--- config.mk ---
export PLATFORM = sky130hd
export DESIGN_NAME = tsc_regs
export DESIGN_NICKNAME = d
export VERILOG_FILES = /design/src/design/tsc_pkg.sv /design/src/design/tsc_pin_edge.sv /design/src/design/tsc_regs.sv
export SDC_FILE = /design/constraint.sdc
export NUM_CORES = 1
export LEC_CHECK = 0
export BUFFER_PORTS_ARGS = -buffer_cell sky130_fd_sc_hd__buf_2
export CORE_MARGIN = 1
export CORE_UTILIZATION = 50
export CTS_CLUSTER_DIAMETER = 100
export DETAILED_ROUTE_END_ITERATION = 12
export MAX_ROUTING_LAYER = met4
export PLACE_DENSITY = 0.82
export REMOVE_ABC_BUFFERS = 1
export SLEW_MARGIN = 40
export SYNTH_ARGS = -nofsm -noshare
export SYNTH_HDL_FRONTEND = slang
export SYNTH_SLANG_ARGS = --single-unit
--- constraint.sdc ---
create_clock -name clk_in -period 2.35 [get_ports clk_in]
set_input_delay 0.47 -clock clk_in [delete_from_list [all_inputs] [get_ports clk_in]]
set_output_delay 0.47 -clock clk_in [all_outputs]
set_load 0.1 [all_outputs]
--- src/design/tsc_pkg.sv ---
/*
 * Package of the touch status and control register bank: register
 * offsets, field positions, reset values and operating mode codes.
 * Assumes a byte-wide register port driven by a two-wire slave front end.
 */
package tsc_pkg;

    // ****************************************************************
    // register offsets
    // ****************************************************************
    localparam logic [7:0] TSC_OFS_IRQ_SRC   = 8'h00;
    localparam logic [7:0] TSC_OFS_WHL_STAT  = 8'h01;
    localparam logic [7:0] TSC_OFS_BTN_STAT  = 8'h02;
    localparam logic [7:0] TSC_OFS_POS_HIGH  = 8'h03;
    localparam logic [7:0] TSC_OFS_POS_LOW   = 8'h04;
    localparam logic [7:0] TSC_OFS_PIN_STAT  = 8'h07;
    localparam logic [7:0] TSC_OFS_PARM_STAT = 8'h08;
    localparam logic [7:0] TSC_OFS_COMP_MODE = 8'h09;
    localparam logic [7:0] TSC_OFS_OUT_CTRL  = 8'h0a;

    // ****************************************************************
    // field positions
    // ****************************************************************
    localparam int TSC_IRQ_BURN   = 6;
    localparam int TSC_IRQ_PWRITE = 5;
    localparam int TSC_IRQ_PIN    = 4;
    localparam int TSC_IRQ_WHEEL  = 3;
    localparam int TSC_IRQ_BUTTON = 2;
    localparam int TSC_IRQ_COMP   = 1;
    localparam int TSC_IRQ_MODE   = 0;
    localparam int TSC_WHL_CW     = 6;
    localparam int TSC_WHL_CCW    = 5;
    localparam int TSC_WHL_TOUCH  = 4;
    localparam int TSC_PRM_VALID  = 3;
    localparam int TSC_COMP_RUN   = 2;

    // ****************************************************************
    // reset values and codes
    // ****************************************************************
    localparam logic [7:0] TSC_RST_BYTE    = 8'h00;
    localparam logic [2:0] TSC_BURN_MAX    = 3'h4;
    localparam logic [1:0] TSC_MODE_ACTIVE = 2'h0;
    localparam logic [1:0] TSC_MODE_DOZE   = 2'h1;
    localparam logic [1:0] TSC_MODE_SLEEP  = 2'h2;
    localparam logic [1:0] TSC_MODE_RSVD   = 2'h3;

    typedef enum logic [1:0] {
        TSC_ACTIVE,
        TSC_DOZE,
        TSC_SLEEP
    } tsc_mode_t;

endpackage

--- src/design/tsc_pin_edge.sv ---
/*
 * Input pin edge detector for the touch register bank.
 * Assumes pin levels already synchronous to clk_in.
 */
`timescale 1ns/1ps
module tsc_pin_edge
    import tsc_pkg::*;
#(
    parameter int WIDTH = 8
) (
    input  wire logic             clk_in,
    input  wire logic             rst_n_in,
    input  wire logic [WIDTH-1:0] level_in,
    input  wire logic [WIDTH-1:0] is_input_in,
    input  wire logic [WIDTH-1:0] rise_sel_in,
    input  wire logic [WIDTH-1:0] fall_sel_in,
    output logic                  edge_out
);

    logic [WIDTH-1:0] last_ff;
    logic             primed_ff;
    logic [WIDTH-1:0] hit;

    // the first level after reset only seeds the history, so a pin that
    // idles high raises no false edge once reset lets go
    always_ff @(posedge clk_in or negedge rst_n_in) begin
        if (!rst_n_in) begin
            last_ff   <= '0;
            primed_ff <= 1'b0;
        end else begin
            last_ff   <= level_in;
            primed_ff <= 1'b1;
        end
    end

    genvar i;
    generate
        for (i = 0; i < WIDTH; i++) begin : g_pin
            assign hit[i] = primed_ff & is_input_in[i] &
                ((rise_sel_in[i] & level_in[i] & ~last_ff[i]) |
                 (fall_sel_in[i] & ~level_in[i] & last_ff[i]));
        end
    endgenerate

    assign edge_out = |hit;

endmodule

--- src/design/tsc_regs.sv ---
/*
 * Host-visible status and control register bank of a capacitive touch
 * controller. Holds the interrupt source register, wheel and button
 * status, wheel position, pin status, parameter memory status, the
 * compensation/mode register and the output pin control register.
 * Assumes a byte-wide register port from a two-wire slave front end:
 * one-cycle read and write strobes with an address, synchronous to clk_in.
 * Sensing events arrive as one-cycle pulses from the sensing engine.
 */
`timescale 1ns/1ps
module tsc_regs
    import tsc_pkg::*;
#(
    parameter int PINS = 8
) (
    input  wire logic            clk_in,
    input  wire logic            rst_n_in,
    // register port
    input  wire logic [7:0]      reg_addr_in,
    input  wire logic            reg_wr_in,
    input  wire logic [7:0]      reg_wdata_in,
    input  wire logic            reg_rd_in,
    output logic [7:0]           reg_rdata_out,
    output logic                 interrupt_line_n_out,
    // sensing engine
    input  wire logic            phase_start_in,
    input  wire logic            burn_done_in,
    input  wire logic            param_write_done_in,
    input  wire logic            wheel_event_in,
    input  wire logic            button_event_in,
    input  wire logic            button_report_en_in,
    input  wire logic            comp_done_in,
    input  wire logic            comp_running_in,
    input  wire logic            mode_entered_in,
    input  wire logic [1:0]      mode_current_in,
    input  wire logic            wheel_cw_in,
    input  wire logic            wheel_ccw_in,
    input  wire logic            wheel_touched_in,
    input  wire logic [7:0]      button_touched_in,
    input  wire logic [15:0]     wheel_position_in,
    input  wire logic            burned_params_valid_in,
    input  wire logic [2:0]      burn_count_in,
    // pins and parameters
    input  wire logic [PINS-1:0] input_pin_in,
    input  wire logic [PINS-1:0] pin_is_input_in,
    input  wire logic [PINS-1:0] pin_is_output_in,
    input  wire logic [PINS-1:0] edge_rise_sel_in,
    input  wire logic [PINS-1:0] edge_fall_sel_in,
    input  wire logic [PINS-1:0] output_powerup_state_in,
    input  wire logic            auto_light_in,
    input  wire logic [7:0]      on_level_in,
    input  wire logic [7:0]      off_level_in,
    // applied controls
    output logic                 comp_start_out,
    output logic [1:0]           mode_request_out,
    output logic [PINS-1:0]      output_pin_on_out,
    output logic [7:0]           output_pin_level_out [PINS]
);

    initial begin
        if (PINS < 1 || PINS > 8) begin
            $error("PINS must lie between 1 and 8");
        end
    end

    // ****************************************************************
    // interrupt source
    // ****************************************************************
    logic [7:0] irq_ff;
    logic [7:0] nxt_irq;
    logic       pin_edge;
    logic       rd_irq;

    tsc_pin_edge #(.WIDTH(PINS)) u_edge (
        .clk_in      (clk_in),
        .rst_n_in    (rst_n_in),
        .level_in    (input_pin_in),
        .is_input_in (pin_is_input_in),
        .rise_sel_in (edge_rise_sel_in),
        .fall_sel_in (edge_fall_sel_in),
        .edge_out    (pin_edge)
    );

    assign rd_irq = reg_rd_in && (reg_addr_in == TSC_OFS_IRQ_SRC);

    always_comb begin
        nxt_irq = irq_ff;
        if (rd_irq) begin
            nxt_irq = TSC_RST_BYTE;
        end
        // events win over a clearing read in the same cycle
        if (burn_done_in)        nxt_irq[TSC_IRQ_BURN]   = 1'b1;
        if (param_write_done_in) nxt_irq[TSC_IRQ_PWRITE] = 1'b1;
        if (pin_edge)            nxt_irq[TSC_IRQ_PIN]    = 1'b1;
        if (wheel_event_in)      nxt_irq[TSC_IRQ_WHEEL]  = 1'b1;
        if (button_event_in && button_report_en_in) begin
            nxt_irq[TSC_IRQ_BUTTON] = 1'b1;
        end
        if (comp_done_in)        nxt_irq[TSC_IRQ_COMP]   = 1'b1;
        if (mode_entered_in &&
            (mode_current_in == TSC_MODE_ACTIVE ||
             mode_current_in == TSC_MODE_DOZE)) begin
            nxt_irq[TSC_IRQ_MODE] = 1'b1;
        end
        nxt_irq[7] = 1'b0;
    end

    // events are taken as the engine reports them, which may lag by a scan
    always_ff @(posedge clk_in or negedge rst_n_in) begin
        if (!rst_n_in) begin
            irq_ff <= TSC_RST_BYTE;
        end else begin
            irq_ff <= nxt_irq;
        end
    end

    assign interrupt_line_n_out = ~(|irq_ff);

    // ****************************************************************
    // host controls, applied at the next processing phase; output pins only while auto_light_in is low
    // ****************************************************************
    logic [1:0]      mode_wr_ff;
    logic            comp_req_ff;
    logic [PINS-1:0] out_ctrl_ff;
    logic            ctrl_seeded_ff;
    logic            wr_mode;
    logic            wr_out;

    assign wr_mode = reg_wr_in && (reg_addr_in == TSC_OFS_COMP_MODE);
    assign wr_out  = reg_wr_in && (reg_addr_in == TSC_OFS_OUT_CTRL);

    always_ff @(posedge clk_in or negedge rst_n_in) begin
        if (!rst_n_in) begin
            mode_wr_ff <= TSC_MODE_ACTIVE;
        end else if (wr_mode && reg_wdata_in[1:0] != TSC_MODE_RSVD) begin
            mode_wr_ff <= reg_wdata_in[1:0];
        end
    end

    always_ff @(posedge clk_in or negedge rst_n_in) begin
        if (!rst_n_in) begin
            comp_req_ff <= 1'b0;
        end else if (wr_mode && reg_wdata_in[TSC_COMP_RUN]) begin
            comp_req_ff <= 1'b1;
        end else if (phase_start_in) begin
            comp_req_ff <= 1'b0;
        end
    end

    // powerup state is caught after reset release, not under the reset
    always_ff @(posedge clk_in or negedge rst_n_in) begin
        if (!rst_n_in) begin
            ctrl_seeded_ff <= 1'b0;
            out_ctrl_ff    <= '0;
        end else if (!ctrl_seeded_ff) begin
            ctrl_seeded_ff <= 1'b1;
            out_ctrl_ff    <= output_powerup_state_in;
        end else if (wr_out) begin
            out_ctrl_ff    <= reg_wdata_in[PINS-1:0];
        end
    end

    always_ff @(posedge clk_in or negedge rst_n_in) begin
        if (!rst_n_in) begin
            comp_start_out   <= 1'b0;
            mode_request_out <= TSC_MODE_ACTIVE;
        end else begin
            comp_start_out <= phase_start_in & comp_req_ff;
            if (phase_start_in) begin
                mode_request_out <= mode_wr_ff;
            end
        end
    end

    always_ff @(posedge clk_in or negedge rst_n_in) begin
        if (!rst_n_in) begin
            output_pin_on_out <= '0;
        end else if (phase_start_in && !auto_light_in) begin
            output_pin_on_out <= out_ctrl_ff & pin_is_output_in;
        end
    end

    genvar g;
    generate
        for (g = 0; g < PINS; g++) begin : g_level
            always_ff @(posedge clk_in or negedge rst_n_in) begin
                if (!rst_n_in) begin
                    output_pin_level_out[g] <= TSC_RST_BYTE;
                end else begin
                    output_pin_level_out[g] <= output_pin_on_out[g] ?
                        on_level_in : off_level_in;
                end
            end
        end
    endgenerate

    // ****************************************************************
    // status snapshot and read mux
    // ****************************************************************
    logic [15:0] pos_ff;

    always_ff @(posedge clk_in or negedge rst_n_in) begin
        if (!rst_n_in) begin
            pos_ff <= 16'h0000;
        end else if (wheel_touched_in) begin
            pos_ff <= wheel_position_in;
        end
    end

    function automatic logic [7:0] pad_pins(input logic [PINS-1:0] v);
        logic [7:0] r;
        r = '0;
        r[PINS-1:0] = v;
        return r;
    endfunction

    logic [7:0] rd_mux;

    always_comb begin
        rd_mux = TSC_RST_BYTE;
        unique case (reg_addr_in)
            TSC_OFS_IRQ_SRC:   rd_mux = irq_ff;
            TSC_OFS_WHL_STAT: begin
                rd_mux[TSC_WHL_CW]    = wheel_cw_in;
                rd_mux[TSC_WHL_CCW]   = wheel_ccw_in;
                rd_mux[TSC_WHL_TOUCH] = wheel_touched_in;
            end
            TSC_OFS_BTN_STAT:  rd_mux = button_touched_in;
            TSC_OFS_POS_HIGH:  rd_mux = pos_ff[15:8];
            TSC_OFS_POS_LOW:   rd_mux = pos_ff[7:0];
            TSC_OFS_PIN_STAT:
                rd_mux = pad_pins(input_pin_in & pin_is_input_in);
            TSC_OFS_PARM_STAT: begin
                rd_mux[TSC_PRM_VALID] = burned_params_valid_in;
                rd_mux[2:0] = (burn_count_in > TSC_BURN_MAX) ?
                    TSC_BURN_MAX : burn_count_in;
            end
            TSC_OFS_COMP_MODE: begin
                rd_mux[TSC_COMP_RUN] = comp_running_in | comp_req_ff;
                rd_mux[1:0] = mode_wr_ff;
            end
            TSC_OFS_OUT_CTRL:  rd_mux = pad_pins(out_ctrl_ff);
            default:           rd_mux = TSC_RST_BYTE;
        endcase
    end

    always_ff @(posedge clk_in or negedge rst_n_in) begin
        if (!rst_n_in) begin
            reg_rdata_out <= TSC_RST_BYTE;
        end else if (reg_rd_in) begin
            reg_rdata_out <= rd_mux;
        end
    end
endmodule

==> metrics.txt <==
status finished with violations; failing checks setup timing; Worst Min Path Start input_pin_in[4]; RD Place Congestion 0.8782; # Max-Cap Violations 0; share of layout cells above drive strength 1 52.75%; register area share after synthesis 57.26%; via/cell ratio 5.642; FF-to-FF path depth 5; vias post-DR 4564; CP Launch Point irq_ff[6]; Worst Setup EP interrupt_line_n_out; number of flops mapped to enable cells by yosys 0; RR Endpoint reg_rdata_out[4]; Hold Crit Class in -> reg; r2r setup slk 0.86 ns; mapped cell area 5507 um^2; Tot GR Track Use 29.00%; Detailed Route Iter0 Violations 293; maximum VDD drop 0.6799 mV; worst rel slew slack 59.58%; number of CTS-inserted buffers 17; vias in the first global route 4676; die width 106.9 um; DRC errors left 0; Switching Fraction 35.91%; fillers 713; Mapped Cells 436; H-Tree Depth 4; Clock transition at path regs 0.06 ns; buffers added on ports 209; Yosys reg bits 126; Critical Path Fanout Max 3; static leakage 0.003514 uW; RSZ-0062 raised after global routing yes; Boundary Pins 211; initial antenna violation count 0; pre-CTS setup slack 0.3084 ns; worst-margin pin slew 0.6063 ns; non-filler instance count after layout 809; fin nets 787; Die Ht 106.9 um; routed wire length 15600 um; DP HPWL 11330 um; power share of the combinational group 26.9%; clock skew 0.007533 ns; Clock Power Share 38.0%; CTS tree yes; Starting Density 52.40%; row count 37; # placed instances 776; Max Clk Rate 409.8 MHz; Int Power 4489 uW; Setup crit start kind register; Setup Buffers After CTS 0; Mapped Avg Cell Area 12.63 um^2; n_diodes 0; reg2reg start irq_ff[4]; P_sw 2515 uW; Routed Antenna Nets 0; Flop pwr share 35.0%; Ys Warns 0; CTS root buffer clkbuf_8; first-pass GRT wire length 24070 um; Final setup violation count 1; grt ovf 0; worst hold slack 0.1029 ns; Routed WL per cell 19.28 um; fin crit share 103.8%; fin crit period 2.440 ns; clk_lat worst skew 0.51 ns; area of the multi-input gates 2201 um^2; Synth-to-Final Area Change 34.88%; library cells used by synthesis 55; core area 10510 um^2; CP required 1.88 ns; final hold violation count 0; Pwr Density 943.0 nW/um^2; crit path kind reg -> out; Slew Viols, Final 0; Final WS setup -0.08996 ns; Post-synth ARST share 100.0%; clk sinks 126; DR pass1 iterations 5; largest net degree at the start of global routing 44; critical path arrival 1.97 ns; ys flop type dfrtp_1; Die Area 11440 um^2; register area 3153 um^2; Clock Tree Buf Depth 2; CP Capture Type output pin
## repair_timing
item,4_1_cts,5_1_grt
endpoints found under the setup margin,1,1
hold buffers,1,0
hold endpoints to repair,38,0
pin swaps,0,0
resized for setup,3,0
## area by class of cell
type / instances / share of cell area, %
Clock inverter: 12 / 2.123
Tap cell: 136 / 2.291
Clock buffer: 20 / 6.132
Multi-Input combinational cell: 274 / 29.63
Inverter: 11 / 0.5559
Timing Repair Buffer: 230 / 16.81
Sequential cell: 126 / 42.45
## flip-flops by register name (all words and copies together), names as in the netlist
name,count
comp_req_ff,1
comp_start_out,1
irq_ff,7
mode_request_out,2
mode_wr_ff,2
out_ctrl_ff,8
output_pin_level_out,64
output_pin_on_out,8
pos_ff,16
reg_rdata_out,8
u_edge.last_ff,8
u_edge.primed_ff,1
## per-stage QoR
stage          TNS [ns]  utilization (%)  area, um^2  total power [uW]
6_report       -0.08996            70.68        7427              7004
5_1_grt         -0.1418            70.68        7427              7238
4_1_cts         -0.1040            70.68        7427              7045
3_5_place_dp          0            64.57        6785              4371
3_3_place_gp          0            64.57        6785              4339
2_1_floorplan    -1.822                -        5376              3849
## power by group through the flow
stage / registers [uW] / logic (uW) / clock network [uW]
after CTS: 2450 / 1890 / 2700
after global placement: 2480 / 1860 / 0
final: 2450 / 1890 / 2660
after floorplan: 3560 / 287 / 0
after global routing: 2470 / 1960 / 2810
after detailed placement: 2490 / 1880 / 0
## cell usage after synthesis (all sizes together), types with 3 or more instances
| cell type | number | area share [%] |
|---|---|---|
| dfrtp | 126 | 57 |
| mux2 | 83 | 17 |
| nand2 | 27 | 1.8 |
| nor2 | 20 | 1.7 |
| a21oi | 18 | 1.6 |
| o21ai | 18 | 1.6 |
| clkbuf | 16 | 1.1 |
| o22ai | 12 | 1.4 |
| inv | 11 | 0.75 |
| mux2i | 11 | 2.0 |
| nand4b | 9 | 1.4 |
| a32oi | 8 | 1.3 |
| buf | 8 | 1.1 |
| nand4 | 7 | 0.80 |
| nand3b | 6 | 0.82 |
| a31oi | 5 | 0.57 |
| nand3 | 5 | 0.77 |
| a21o | 4 | 0.55 |
| a22oi | 3 | 0.41 |
| a311oi | 3 | 0.48 |
## placed cells by master, fill, tap and decap left out, drive strengths merged, types with 2 or more instances in the layout
master / instances
a21o: 4
a21oi: 18
a22o: 2
a22oi: 3
a2bb2oi: 2
a311oi: 3
a31oi: 5
a32oi: 8
and3: 2
buf: 229
bufinv: 3
clkbuf: 20
clkinvlp: 6
dfrtp: 126
inv: 13
mux2: 83
mux2i: 11
nand2: 27
nand2b: 2
nand3: 5
nand3b: 6
nand4: 7
nand4b: 9
nor2: 20
nor2b: 2
nor3: 2
nor3b: 2
nor4: 2
nor4b: 2
o21ai: 18
o22a: 2
o22ai: 12
or4: 2
## critical path, cell delays in order, from the launching register on
cell,delay (ns)
dfrtp_1,0.40
or4_4,0.55
nor4_4,0.18
buf_4,0.17
buf_12,0.16
## worst min-delay path by stage
| stage | to | slack (ns) | cells after the start |
|---|---|---|---|
| 2_1_floorplan | comp_req_ff | 0.17 | 0 |
| 3_3_place_gp | irq_ff[3] | 0.48 | 1 |
| 3_5_place_dp | irq_ff[3] | 0.48 | 1 |
| 4_1_cts | u_edge.last_ff[4] | 0.08 | 1 |
| 5_1_grt | u_edge.last_ff[4] | 0.08 | 1 |
| 6_report | u_edge.last_ff[4] | 0.10 | 1 |
## per-layer routing
layer  up-vias  wire length, um  global-route usage (%)
li1       2054                -                       -
met1      2195             6154                   34.53
met2       283             7881                   48.16
met3        32             1201                   6.140
met4         0              358                   11.84
met5         -                0                       -
## logic make-up (layout without fill, tap and decap cells)
logic type,count (synthesis),after routing,synth area share (%)
flip-flops,126,126,57.26
multiplexers,95,95,19.38
AND/OR/NAND/NOR,95,95,10.36
AO/OA/AOI/OAI,83,83,9.817
buffers and inverters,36,273,3.113
other,1,1,0.06810
(Power assumes the default switching activity.)
